==> config.mk <==
export PLATFORM = sky130hd
export DESIGN_NAME = lftp_frontend
export DESIGN_NICKNAME = d
export VERILOG_FILES = /design/src/lftp_pkg.sv /design/src/lftp_frontend.sv
export SDC_FILE = /design/constraint.sdc
export NUM_CORES = 1
export LEC_CHECK = 0
export BUFFER_PORTS_ARGS = -buffer_cell sky130_fd_sc_hd__buf_2
export CORE_MARGIN = 2
export CORE_UTILIZATION = 45
export DETAILED_ROUTE_END_ITERATION = 10
export PLACE_DENSITY = 0.64
export SLEW_MARGIN = 20
export SYNTH_ARGS = -nofsm -noshare
export SYNTH_HDL_FRONTEND = slang
export SYNTH_SLANG_ARGS = --single-unit
export TNS_END_PERCENT = 20
==> constraint.sdc <==
create_clock -name core_clk -period 4.9 [get_ports core_clk]
set_input_delay 0.735 -clock core_clk [delete_from_list [all_inputs] [get_ports core_clk]]
set_output_delay 0.735 -clock core_clk [all_outputs]
set_load 0.03 [all_outputs]
==> src/lftp_pkg.sv <==
// shared constants, types and check functions for the lf transponder link
package lftp_pkg;

	localparam int CLK_KHZ          = 10000;
	localparam int RESET_DELAY_US   = 100;
	localparam int RESET_DELAY_CYC  = RESET_DELAY_US * CLK_KHZ / 1000;
	localparam int PAUSE_US         = 2000;
	localparam int PAUSE_CYC        = PAUSE_US * CLK_KHZ / 1000;
	localparam int ERR_FREQ_HZ      = 1000;
	localparam int ERR_HALF_CYC     = CLK_KHZ * 1000 / (2 * ERR_FREQ_HZ);
	localparam logic [4:0] ERR_HALF_LAST = 5'h0f;
	localparam logic [3:0] UP_HALF_LAST  = 4'hf;
	localparam logic [3:0] RX_BITS       = 4'h8;
	localparam logic [3:0] BYTE_BITS     = 4'h8;
	localparam logic [2:0] TX_UID_FIRST  = 3'h1;
	localparam logic [2:0] TX_CRC_IDX    = 3'h5;
	localparam logic [2:0] TX_BYTES      = 3'h6;
	localparam logic [9:0] PLEN_MAX      = 10'h3ff;

	localparam logic [1:0] DLP_BINARY = 2'h0;
	localparam logic [1:0] DLP_QUAD   = 2'h1;
	localparam logic [1:0] DLP_DPS    = 2'h2;

	localparam logic [3:0] CMD_READ_UID = 4'h0;
	localparam logic [7:0] RESP_HEADER  = 8'hfe;
	localparam logic [3:0] CRC4_POLY    = 4'h3;
	localparam logic [3:0] CRC4_INIT    = 4'h0;
	localparam logic [7:0] CRC8_POLY    = 8'h07;
	localparam logic [7:0] CRC8_INIT    = 8'h00;

	localparam logic [3:0] ERR_NONE  = 4'h0;
	localparam logic [3:0] ERR_CHECK = 4'h1;
	localparam logic [3:0] ERR_CMD   = 4'h2;

	typedef enum {st_wait, st_check, st_app, st_setup, st_header,
		st_rx, st_pause, st_tx, st_err} lftp_state_t;

	typedef struct packed {
		logic       detection_header_enable;
		logic [1:0] downlink_protocol_select;
		logic       uplink_biphase;
		logic [7:0] pulse_threshold;
	} lftp_cfg_t;

	typedef struct packed {
		logic field_ack;
		logic clk_reconfig;
		logic low_power;
		logic boot_vectors;
		logic wdt_arm;
		logic link_init;
	} lftp_setup_t;

	function automatic logic [3:0] lftp_crc4(input logic [3:0] d,
		input logic [3:0] poly, input logic [3:0] init);
		logic [3:0] c;
		c = init;
		for (int i = 3; i >= 0; i--) begin
			c = (c[3] ^ d[i]) ? ((c << 1) ^ poly) : (c << 1);
		end
		return c;
	endfunction

	function automatic logic [7:0] lftp_crc8(input logic [7:0] d,
		input logic [7:0] poly, input logic [7:0] init);
		logic [7:0] c;
		c = init;
		for (int i = 7; i >= 0; i--) begin
			c = (c[7] ^ d[i]) ? ((c << 1) ^ poly) : (c << 1);
		end
		return c;
	endfunction

endpackage

==> src/lftp_frontend.sv <==
// transponder-side lf link front end: start-up, downlink, uplink, frames
`timescale 1ns/100ps
////////////////////////////////////////////////////////////////////////////
////////////////////////////////////////////////////////////////////////////
module lftp_frontend
	import lftp_pkg::*;
#(
	parameter int         PAUSE_CYCLES    = PAUSE_CYC,
	parameter int         ERR_HALF_CYCLES = ERR_HALF_CYC,
	parameter logic [3:0] CHK_POLY        = CRC4_POLY,
	parameter logic [3:0] CHK_INIT        = CRC4_INIT,
	parameter logic [7:0] PAY_POLY        = CRC8_POLY,
	parameter logic [7:0] PAY_INIT        = CRC8_INIT
) (
	input  wire logic        core_clk,
	input  wire logic        reset,
	input  wire logic        field_on,
	input  wire logic        field_carrier,
	input  wire lftp_cfg_t   cfg,
	input  wire logic [31:0] unique_serial_id,
	output lftp_setup_t      setup,
	output logic             app_mode,
	output logic             uplink_damp,
	output logic [7:0]       last_status
);

	lftp_state_t state;
	lftp_state_t next_state;
	logic        field_m;
	logic        field_s;
	logic        field_d;
	logic        car_m;
	logic        car_s;
	logic        car_d;
	logic        car_tick;
	logic        field_rise;
	logic        field_fall;
	logic [15:0] tmr;
	logic [15:0] tmr_lim;
	logic        tmr_end;
	logic [4:0]  err_n;
	logic        err_lvl;
	logic [9:0]  plen;
	logic [9:0]  thr1;
	logic [9:0]  thr2;
	logic [9:0]  thr3;
	logic        pulse_end;
	logic        pulse_live;
	logic [7:0]  rx_sh;
	logic [3:0]  rx_n;
	logic        rx_full;
	logic        dps_gap;
	logic [3:0]  next_code;
	logic [2:0]  tx_idx;
	logic [7:0]  tx_crc;
	logic [7:0]  push_byte;
	logic        push;
	logic [7:0]  fifo_mem [2];
	logic        wp;
	logic        rp;
	logic [1:0]  cnt;
	logic        in_ready;
	logic        out_valid;
	logic        out_ready;
	logic [7:0]  ser_sh;
	logic [3:0]  ser_n;
	logic        ser_load;
	logic        up_run;
	logic        up_bit;
	logic        next_bit;
	logic        half;
	logic [3:0]  ccnt;
	logic        bp_lvl;
	logic        bit_end;
	logic        next_damp;
	logic        dps_mode;

	////////////////////////////////////////////////////////////////////////
	// pin synchronisers and edges
	always_ff @(posedge core_clk) begin
		if (reset) begin
			field_m <= 1'h0;
			field_s <= 1'h0;
			field_d <= 1'h0;
			car_m   <= 1'h0;
			car_s   <= 1'h0;
			car_d   <= 1'h0;
		end else begin
			field_m <= field_on;
			field_s <= field_m;
			field_d <= field_s;
			car_m   <= field_carrier;
			car_s   <= car_m;
			car_d   <= car_s;
		end
	end

	assign car_tick   = car_s & ~car_d;
	assign field_rise = field_s & ~field_d;
	assign field_fall = ~field_s & field_d;
	assign dps_mode   = cfg.downlink_protocol_select == DLP_DPS;

	////////////////////////////////////////////////////////////////////////
	// sequence control
	always_comb begin
		case (state)
			st_wait:  tmr_lim = 16'(RESET_DELAY_CYC - 1);
			st_pause: tmr_lim = 16'(PAUSE_CYCLES - 1);
			st_err:   tmr_lim = 16'(ERR_HALF_CYCLES - 1);
			default:  tmr_lim = 16'h0000;
		endcase
	end

	assign tmr_end = tmr == tmr_lim;

	always_comb begin
		next_state = state;
		case (state)
			st_wait: if (tmr_end) next_state = st_check;
			// enhanced-mode step has no place in this sequence
			st_check: next_state = field_s ? st_setup : st_app;
			st_app: next_state = st_app;
			st_setup: begin
				if (cfg.detection_header_enable) begin
					next_state = st_header;
				end else begin
					next_state = st_rx;
				end
			end
			st_header: if (field_fall && uplink_damp) next_state = st_rx;
			st_rx: if (rx_full) next_state = st_pause;
			st_pause: begin
				if (tmr_end) begin
					next_state = (last_status[3:0] == ERR_NONE) ? st_tx : st_err;
				end
			end
			st_tx: begin
				if (tx_idx == TX_BYTES && !out_valid && ser_n == 4'h0) begin
					next_state = st_rx;
				end
			end
			st_err: if (tmr_end && err_n == ERR_HALF_LAST) next_state = st_rx;
			default: next_state = st_wait;
		endcase
	end

	always_ff @(posedge core_clk) begin
		if (reset) begin
			state <= st_wait;
			tmr   <= 16'h0000;
		end else begin
			state <= next_state;
			tmr   <= (next_state != state || tmr_end) ? 16'h0000 : tmr + 16'h0001;
		end
	end

	always_ff @(posedge core_clk) begin
		if (reset || state != st_err) begin
			err_n   <= 5'h00;
			err_lvl <= 1'h1;
		end else if (tmr_end) begin
			err_n   <= err_n + 5'h01;
			err_lvl <= ~err_lvl;
		end
	end

	////////////////////////////////////////////////////////////////////////
	// start-up outputs
	always_ff @(posedge core_clk) begin
		if (reset) begin
			setup    <= '0;
			app_mode <= 1'h0;
		end else begin
			if (state == st_setup) setup <= '1;
			if (state == st_app) app_mode <= 1'h1;
		end
	end

	////////////////////////////////////////////////////////////////////////
	// downlink pulse measurement
	assign thr1 = {2'h0, cfg.pulse_threshold};
	assign thr2 = {1'h0, cfg.pulse_threshold, 1'h0};
	assign thr3 = thr1 + thr2;
	assign pulse_end = field_fall && state == st_rx && !dps_mode && !rx_full &&
		pulse_live;

	always_ff @(posedge core_clk) begin
		if (reset || field_rise) begin
			plen <= 10'h000;
		end else if (field_s && car_tick && plen != PLEN_MAX) begin
			plen <= plen + 10'h001;
		end
	end

	// steady field before a frame is no pulse: only burst begun in receive
	always_ff @(posedge core_clk) begin
		if (reset || state != st_rx) begin
			pulse_live <= 1'h0;
		end else if (field_rise) begin
			pulse_live <= 1'h1;
		end else if (field_fall) begin
			pulse_live <= 1'h0;
		end
	end

	always_ff @(posedge core_clk) begin
		if (reset || state != st_rx) begin
			dps_gap <= 1'h0;
		end else if (bit_end) begin
			dps_gap <= 1'h0;
		end else if (field_fall && uplink_damp) begin
			dps_gap <= 1'h1;
		end
	end

	always_ff @(posedge core_clk) begin
		if (reset || state != st_rx) begin
			rx_sh <= 8'h00;
			rx_n  <= 4'h0;
		end else if (pulse_end &&
			cfg.downlink_protocol_select == DLP_QUAD) begin
			rx_n <= rx_n + 4'h2;
			if (plen < thr1) rx_sh <= {rx_sh[5:0], 2'h0};
			else if (plen < thr2) rx_sh <= {rx_sh[5:0], 2'h1};
			else if (plen < thr3) rx_sh <= {rx_sh[5:0], 2'h2};
			else rx_sh <= {rx_sh[5:0], 2'h3};
		end else if (pulse_end) begin
			rx_n  <= rx_n + 4'h1;
			rx_sh <= {rx_sh[6:0], plen > thr1};
		end else if (dps_mode && bit_end && !rx_full) begin
			rx_n  <= rx_n + 4'h1;
			rx_sh <= {rx_sh[6:0], dps_gap};
		end
	end

	assign rx_full = rx_n == RX_BITS;

	always_comb begin
		if (rx_sh[3:0] != lftp_crc4(rx_sh[7:4], CHK_POLY, CHK_INIT)) begin
			next_code = ERR_CHECK;
		end else if (rx_sh[7:4] != CMD_READ_UID) begin
			next_code = ERR_CMD;
		end else begin
			next_code = ERR_NONE;
		end
	end

	always_ff @(posedge core_clk) begin
		if (reset) begin
			last_status <= 8'h00;
		end else if (state == st_rx && rx_full) begin
			last_status <= {rx_sh[7:4], next_code};
		end
	end

	////////////////////////////////////////////////////////////////////////
	// response frame producer
	assign push = state == st_tx && tx_idx != TX_BYTES && in_ready;

	always_comb begin
		case (tx_idx)
			3'h0:    push_byte = RESP_HEADER;
			3'h1:    push_byte = unique_serial_id[31:24];
			3'h2:    push_byte = unique_serial_id[23:16];
			3'h3:    push_byte = unique_serial_id[15:8];
			3'h4:    push_byte = unique_serial_id[7:0];
			default: push_byte = tx_crc;
		endcase
	end

	always_ff @(posedge core_clk) begin
		if (reset || state != st_tx) begin
			tx_idx <= 3'h0;
			tx_crc <= PAY_INIT;
		end else if (push) begin
			tx_idx <= tx_idx + 3'h1;
			if (tx_idx >= TX_UID_FIRST && tx_idx < TX_CRC_IDX) begin
				tx_crc <= lftp_crc8(push_byte, PAY_POLY, tx_crc);
			end
		end
	end

	////////////////////////////////////////////////////////////////////////
	// two-entry byte buffer
	assign in_ready  = cnt != 2'h2;
	assign out_valid = cnt != 2'h0;
	assign out_ready = state == st_tx && ser_n == 4'h0;
	assign ser_load  = out_valid && out_ready;

	always_ff @(posedge core_clk) begin
		if (reset) begin
			wp  <= 1'h0;
			rp  <= 1'h0;
			cnt <= 2'h0;
		end else begin
			if (push) wp <= ~wp;
			if (ser_load) rp <= ~rp;
			cnt <= cnt + 2'(push) - 2'(ser_load);
		end
	end

	always_ff @(posedge core_clk) begin
		if (push) fifo_mem[wp] <= push_byte;
	end

	////////////////////////////////////////////////////////////////////////
	// uplink serializer and bit encoder
	always_ff @(posedge core_clk) begin
		if (reset) begin
			ser_sh <= 8'h00;
			ser_n  <= 4'h0;
		end else if (ser_load) begin
			ser_sh <= fifo_mem[rp];
			ser_n  <= BYTE_BITS;
		end else if (bit_end && state == st_tx) begin
			ser_sh <= {ser_sh[6:0], 1'h0};
			ser_n  <= ser_n - 4'h1;
		end
	end

	assign up_run = state == st_header || (state == st_rx && dps_mode) ||
		(state == st_tx && ser_n != 4'h0);
	assign bit_end = up_run && car_tick && ccnt == UP_HALF_LAST && half;

	always_comb begin
		case (state)
			st_header: next_bit = ~up_bit;
			st_tx:     next_bit = ser_sh[6];
			default:   next_bit = 1'h0;
		endcase
	end

	always_ff @(posedge core_clk) begin
		if (reset || !up_run) begin
			ccnt <= 4'h0;
			half <= 1'h0;
		end else if (car_tick) begin
			ccnt <= ccnt + 4'h1;
			if (ccnt == UP_HALF_LAST) half <= ~half;
		end
	end

	always_ff @(posedge core_clk) begin
		if (reset) begin
			up_bit <= 1'h0;
			bp_lvl <= 1'h0;
		end else begin
			if (ser_load) up_bit <= fifo_mem[rp][7];
			else if (bit_end) up_bit <= next_bit;
			else if (state == st_setup) up_bit <= 1'h1;
			else if (state == st_rx) up_bit <= 1'h0;
			if (bit_end) bp_lvl <= bp_lvl ^ up_bit;
		end
	end

	always_comb begin
		if (state == st_err) begin
			next_damp = err_lvl;
		end else if (!up_run) begin
			next_damp = 1'h0;
		end else if (cfg.uplink_biphase) begin
			next_damp = bp_lvl ^ (half & ~up_bit);
		end else begin
			next_damp = half ? ~up_bit : up_bit;
		end
	end

	always_ff @(posedge core_clk) begin
		if (reset) uplink_damp <= 1'h0;
		else uplink_damp <= next_damp;
	end
endmodule

==> impl_metrics.tcl, run 1 <==
set metrics [dict create \
    status "finished, final reports clean" \
    dp_hpwl_mm 11.6 \
    placedCellCount 1125 \
    synth_edf_count 16 \
    vias_per_cell 5.38 \
    final_net_count 1028 \
    diodes 0 \
    worst_slew_margin_rel_pct 24.9 \
    crit_path_max_fanout 16 \
    cts_resized 0 \
    hold_viol 0 \
    syn_area_per_cell_um2 9.01 \
    yosysWarnings 0 \
    netlist_instances 856 \
    end_kind "flop" \
    grt_overflow 0 \
    slew_violations 0 \
    cts_htree_levels 4 \
    routed_wl_mm 16.3 \
    hp-class "flop to flop" \
    first_global_vias 5880 \
    ant_nets 0 \
    drive_above_1_share_pct 13.7 \
    cp_slowest_stage_delay_ns 0.86 \
    power_density_nw_per_um2 298 \
    max-vdd-ir-drop_mv 0.252 \
    clockBufferDepth 2 \
    fp-row-count 47 \
    vias 6228 \
    synthArstFlopShare_pct 0 \
    path_delay_family "simple AND/OR/NAND/NOR gates" \
    period_needed_ns 3.35 \
    r2r-start "state[26]$_SDFF_PP0_" \
    synth_flop_cell "dfxtp_1" \
    crit_end "tmr[1]$_SDFF_PP0_" \
    post-route-drc-count 0 \
    cp.arrival_ns 3.61 \
    worstPathCellList "nor4_1 > nand4_1 > nor2_1 > o211a_1 > nor4_4 > a311o_2 > xnor2_2 > nor4_1" \
    core_area_um2 16600 \
    crit_cells 8 \
    min_period_over_period_pct 68.3 \
    reg2reg_slack_ns 1.55 \
    clockRootBuffer "clkbuf_16" \
    path_buf_inv 0 \
    start_kind "flop" \
    start_util_pct 46.3 \
    r2r-end "tmr[1]$_SDFF_PP0_" \
    cp_data_required_time_ns 5.16 \
    syn_to_final_growth_pct 15.0 \
    max_freq_mhz 299 \
    hold_buffers 0 \
    cts_tree "yes" \
    ys_seq_elements 143 \
    crit_start "state[26]$_SDFF_PP0_" \
    firstDrtPassIters 5 \
    finalSetupTns_ns 0 \
    die-area_um2 18200 \
    synth_cell_types 72 \
    slowest_stage "xnor2_2" \
    crit_top_cell "nor4_1" \
    num_io_pins 64 \
    fin_skew_ns 0.00711 \
    place_area_um2 8250 \
    place_congestion 0.805 \
    setup_violations 0 \
    dieHeight_um 135 \
    max_slew.worst_pin.slew_ns 1.12 \
    total_power_mw 2.64 \
    track_usage_pct 18.8 \
    design_area_um2 8870 \
    cts.sinks 143 \
    cts_setup_buffers 0 \
    cts.clk_slew.worst_paths_ns 0.06 \
    syn_area_um2 7710 \
    wl_per_cell_um 14.1 \
    worstRegToRegCells 8 \
    port_buffers 61 \
    drtIter0Drc 336 \
    antenna_found_initial 0 \
    layoutNonFillerInstCount 1157 \
    fill_cells 1546 \
    drv_cap 0 \
    yosysSeqAreaShare_pct 39.2 \
    critical_path_class "flop to flop" \
    rsz0062_at_grt "no" \
    cts_buffers 17 \
    grt_max_degree 44 \
    die-width_um 135 \
    grt_pass1_wl_mm 27.9 \
    worstSkewPairLatency_ns 0.42 \
    total_leakage_power_nw 3.55 \
]
-- sequential cells by signal, indices dropped and copies added (netlist names), 2 cells and up, named ones only --
name         flops
tx_crc           8
ser_n            4
rx_n             4
last_status      6
ser_sh           7
cnt              2
state           32
ccnt             4
rx_sh            8
tmr             16
fifo_mem        16
err_n            5
plen            10
tx_idx           3
-- cell type report --
class | count | area, um^2 | share of cell area [%]
multi-input combinational | 659 | 4470 | 50.3
sequential | 143 | 3020 | 34.1
clock buffer | 21 | 450 | 5.08
timing repair buffer | 69 | 363 | 4.09
tap | 220 | 275 | 3.10
clock inverter | 10 | 161 | 1.82
inverter | 35 | 131 | 1.48
-- report_power, final --
group	total (mW)	switching, mW	internal, mW
Clock	1.35	0.484	0.862
Combinational	0.0968	0.0525	0.0443
Sequential	1.20	0.00543	1.20
Total	2.64	0.542	2.10
-- synthesized netlist by cell type (all sizes together) (3+ instances only) --
| cell | number | area share, % |
|---|---|---|
| dfxtp | 127 | 33 |
| nor2 | 75 | 3.6 |
| nand2 | 70 | 3.4 |
| ha | 54 | 8.8 |
| a21oi | 41 | 2.7 |
| xnor2 | 36 | 4.2 |
| clkbuf | 35 | 1.7 |
| inv | 35 | 1.7 |
| nor4 | 33 | 4.0 |
| o21ai | 30 | 1.9 |
| xor2 | 28 | 3.2 |
| nor3 | 26 | 1.8 |
| nand3 | 25 | 1.6 |
| a211oi | 24 | 2.3 |
| mux2i | 21 | 2.7 |
| and3 | 16 | 1.3 |
| edfxtp | 16 | 6.2 |
| nand4 | 15 | 1.2 |
| a21o | 14 | 1.4 |
| buf | 13 | 1.1 |
| nand2b | 12 | 0.97 |
| nor2b | 12 | 0.97 |
| or3 | 11 | 0.89 |
| a22oi | 8 | 0.78 |
| a222oi | 5 | 0.65 |
| a31oi | 5 | 0.41 |
| or2 | 5 | 0.41 |
| and2 | 4 | 0.32 |
| a221oi | 3 | 0.34 |
| a22o | 3 | 0.34 |
| a32oi | 3 | 0.34 |
| and4 | 3 | 0.34 |
| o2111ai | 3 | 0.34 |
| o211a | 3 | 0.39 |
| o22ai | 3 | 0.24 |
| or4 | 3 | 0.29 |
-- cells by family (layout without fill, tap and decap cells) --
group,count (synthesis),in the layout,share of synthesized area (%)
AOI/OAI and AO/OA,171,171,15.1
other,1,30,0.0486
DFF,143,143,39.2
buffers and inverters,83,135,4.49
xor gates and xnor gates,64,64,7.36
muxes,23,23,3.02
adders and majority gates,55,55,9.02
and+or+nand+nor,316,316,21.7
-- worst min-delay path by stage --
| stage | startpoint | end | slack (ns) | depth (start not counted) |
|---|---|---|---|---|
| final | car_m$_SDFF_PP0_ | car_s$_SDFF_PP0_ | 0.44 | 1 |
| after floorplan | car_m$_SDFF_PP0_ | car_s$_SDFF_PP0_ | 0.41 | 1 |
| after CTS | car_m$_SDFF_PP0_ | car_s$_SDFF_PP0_ | 0.45 | 1 |
| after global placement | car_m$_SDFF_PP0_ | car_s$_SDFF_PP0_ | 0.42 | 1 |
| after global routing | car_s$_SDFF_PP0_ | car_d$_SDFF_PP0_ | 0.47 | 1 |
| after detailed placement | field_m$_SDFF_PP0_ | field_s$_SDFF_PP0_ | 0.43 | 1 |
-- stage by stage --
step / setup WS [ns] / util (%) / hold slack (ns)
floorplan: 1.66 / - / 0.414
global placement: 1.37 / 49.6 / 0.418
detailed placement: 1.32 / 49.6 / 0.430
CTS: 1.56 / 53.3 / 0.445
global route: 1.25 / 53.3 / 0.472
finish: 1.55 / 53.3 / 0.441
-- cells in the final DEF (no fill, tap or decap), types with 8 or more instances in the layout --
cell type	synthesis	final
a211oi_1	24	24
a21o_1	14	14
a21oi_1	41	41
a22oi_1	8	8
and3_1	16	16
buf_2	1	61
clkbuf_16	0	17
conb_1	1	30
dfxtp_1	127	127
edfxtp_1	16	16
ha_1	54	54
inv_1	35	35
mux2i_1	21	21
nand2_1	70	70
nand2b_1	12	12
nand3_1	25	25
nand4_1	15	15
nor2_1	75	75
nor2b_1	12	12
nor3_1	25	25
nor4_1	20	18
nor4_2	11	13
o21ai_0	29	29
or3_1	11	11
xnor2_1	35	35
xor2_1	28	28
-- layer usage --
layer / up-vias / share of wire, % / global-route usage (%) / wire length, um
met3: 17 / 3.0 / 3.83 / 495
met1: 2922 / 50 / 25.1 / 8130
met4: 0 / 1.2 / 6.55 / 202
met5: - / 0 / 0 / 0
li1: 3200 / - / - / -
met2: 89 / 46 / 30.3 / 7510
No activity file was read; power rests on OpenSTA's default activity.
==> inputs of run 2 (changes only) <==
==> constraint.sdc (replaced) <==
create_clock -name core_clk -period 3.2 [get_ports core_clk]
set_input_delay 0.48 -clock core_clk [delete_from_list [all_inputs] [get_ports core_clk]]
set_output_delay 0.48 -clock core_clk [all_outputs]
set_load 0.03 [all_outputs]
==> run 2 against run 1 <==
Die area unchanged; core utilization up 0.89 points; register-to-register slack lost 1.3 ns; maximum frequency rose by 14%; combinational power up 62%; sequential power is 53% higher; routed wire length about the same; flip-flop and latch count did not move; critical endpoint is now tx_crc[5]$_SDFFE_PP0P_; clock skew up 0.0097 ns; power increased by 49%; non-clock buffer count rose by 22.
==> impl_metrics.tcl, run 2 (synthesis results as in run 1) <==
set metrics [dict create \
    worstPathCellList "inv_1 > ha_1 > nor2b_1 > a222oi_1 > o21ai_0 > mux2i_1 > xor2_1 > xor2_1 > or3_1 > a21oi_1" \
    crit_path_max_fanout 7 \
    clockRootBuffer "clkbuf_16" \
    post-route-drc-count 0 \
    firstDrtPassIters 5 \
    wl_per_cell_um 13.9 \
    final_common_cell "dfxtp_1" \
    design_area_um2 9020 \
    clockBufferDepth 2 \
    core_area_um2 16600 \
    wl_met2_mm 7.70 \
    min_period_over_period_pct 91.4 \
    cp_data_required_time_ns 3.56 \
    layoutNonFillerInstCount 1180 \
    fin_skew_ns 0.0168 \
    critical_path_class "flop to flop" \
    grt_max_degree 44 \
    antenna_found_initial 0 \
    cts_tree "yes" \
    place_area_um2 8430 \
    hold_slack_ns 0.256 \
    start_kind "flop" \
    worstSkewPairLatency_ns 0.44 \
    first_global_vias 5992 \
    dp_hpwl_mm 11.8 \
    wl_met1_mm 7.87 \
    diodes 0 \
    max_freq_mhz 342 \
    rsz0062_at_grt "no" \
    die-width_um 135 \
    final_net_count 1050 \
    num_io_pins 64 \
    dieHeight_um 135 \
    vias_per_cell 5.31 \
    path_delay_family "simple AND/OR/NAND/NOR gates" \
    cp_slowest_stage_delay_ns 0.55 \
    wl_met3_um 523 \
    cts.sinks 143 \
    drv_cap 0 \
    hold_viol 0 \
    drtIter0Drc 346 \
    place_congestion 0.879 \
    drive_above_1_share_pct 15.8 \
    setup_violations 0 \
    hp-class "input port to flop" \
    cp.arrival_ns 3.29 \
    grt_overflow 0 \
    final_cell_mix "dfxtp_1, nor2_1, nand2_1, buf_2, ha_1" \
    grt_pass1_wl_mm 28.0 \
    period_needed_ns 2.93 \
    fill_cells 1523 \
    port_buffers 61 \
    cts.clk_slew.worst_paths_ns 0.06 \
    die-area_um2 18200 \
    syn_to_final_growth_pct 16.9 \
    max-vdd-ir-drop_mv 0.366 \
    placedCellCount 1148 \
    largest_reg_flops 32 \
    regMostFlops "state" \
    worst_slew_margin_rel_pct 47.8 \
    end_kind "flop" \
    slew_violations 0 \
    track_usage_pct 19.1 \
    total_leakage_power_nw 3.65 \
    power_density_nw_per_um2 437 \
    cts_buffers 17 \
    maxUsedRoutingLayer "met4" \
    routed_wl_mm 16.3 \
    max_slew.worst_pin.slew_ns 0.783 \
    cts_htree_levels 4 \
    slowest_stage "nor2b_1" \
    path_buf_inv 1 \
    reg_top3 "state: 32 flops, fifo_mem: 16 flops, tmr: 16 flops" \
    fp-row-count 47 \
    vias 6270 \
    start_util_pct 46.3 \
    finalSetupTns_ns 0 \
    crit_top_cell "xor2_1" \
    status "finished, final reports clean" \
    ant_nets 0 \
]
run 2: changes by cell type in the layout (fill, tap and decap cells not counted):
| cell | before | now |
|---|---|---|
| xnor2_4 | 0 | 1 |
| clkbuf_1 | 3 | 2 |
| clkinvlp_4 | 1 | 2 |
| xnor2_2 | 1 | 0 |
| bufinv_16 | 4 | 2 |
| clkbuf_2 | 1 | 0 |
| inv_6 | 0 | 1 |
| clkinv_4 | 2 | 4 |
| buf_4 | 7 | 30 |
run 2: layout make-up:
class / instances / area, um^2 / share of cell area, %
tap: 220 / 275 / 3.05
sequential: 143 / 3020 / 33.5
clock buffer: 20 / 447 / 4.95
multi-input combinational: 659 / 4480 / 49.6
inverter: 35 / 131 / 1.46
clock inverter: 12 / 135 / 1.50
timing repair buffer: 91 / 531 / 5.88
run 2: metal layers:
metal | vias to the layer above | track usage (%)
met5 | - | 0
met4 | 0 | 7.78
met3 | 19 | 3.79
met2 | 107 | 30.8
met1 | 2892 | 24.9
li1 | 3252 | -
run 2: path summary, 6_finish.rpt:
kind                            slack, ns              startpoint                endpoint  cells after the start
worst max register to register       0.27  tx_idx[1]$_SDFFE_PP0P_  tx_crc[5]$_SDFFE_PP0P_                     10
worst max-delay path                 0.27  tx_idx[1]$_SDFFE_PP0P_  tx_crc[5]$_SDFFE_PP0P_                     10
worst min-delay path                 0.26           field_carrier        car_m$_SDFF_PP0_                      2
worst min register to register       0.44      field_m$_SDFF_PP0_      field_s$_SDFF_PP0_                      1
run 2: per-stage QoR:
stage	utilization, %	total power [mW]	setup WS (ns)
6_report	54.2	3.94	0.274
5_1_grt	54.2	4.10	0.0392
4_1_cts	54.2	3.98	0.269
3_5_place_dp	50.6	2.04	-0.0405
3_3_place_gp	50.6	2.03	-0.00732
2_1_floorplan	-	1.97	0.219
run 2: report_power, final:
part / switching, mW / total, mW / internal [mW]
combinational: 0.0820 / 0.157 / 0.0755
sequential: 0.00786 / 1.84 / 1.83
clock: 0.778 / 1.95 / 1.17
total: 0.868 / 3.94 / 3.08
run 2: worst register-to-register path: stages (launching register included):
cell,delay (ns)
dfxtp_1,0.36
inv_1,0.09
ha_1,0.22
nor2b_1,0.55
a222oi_1,0.20
o21ai_0,0.18
mux2i_1,0.37
xor2_1,0.35
xor2_1,0.10
or3_1,0.31
a21oi_1,0.13
run 2: timing repair:
item | CTS | global route
hold buffers | 0 | 0
hold endpoints to repair | 0 | 0
gates resized for setup | 1 | 0
setup endpoints to repair | 2 | 0
buffers inserted | 0 | 0
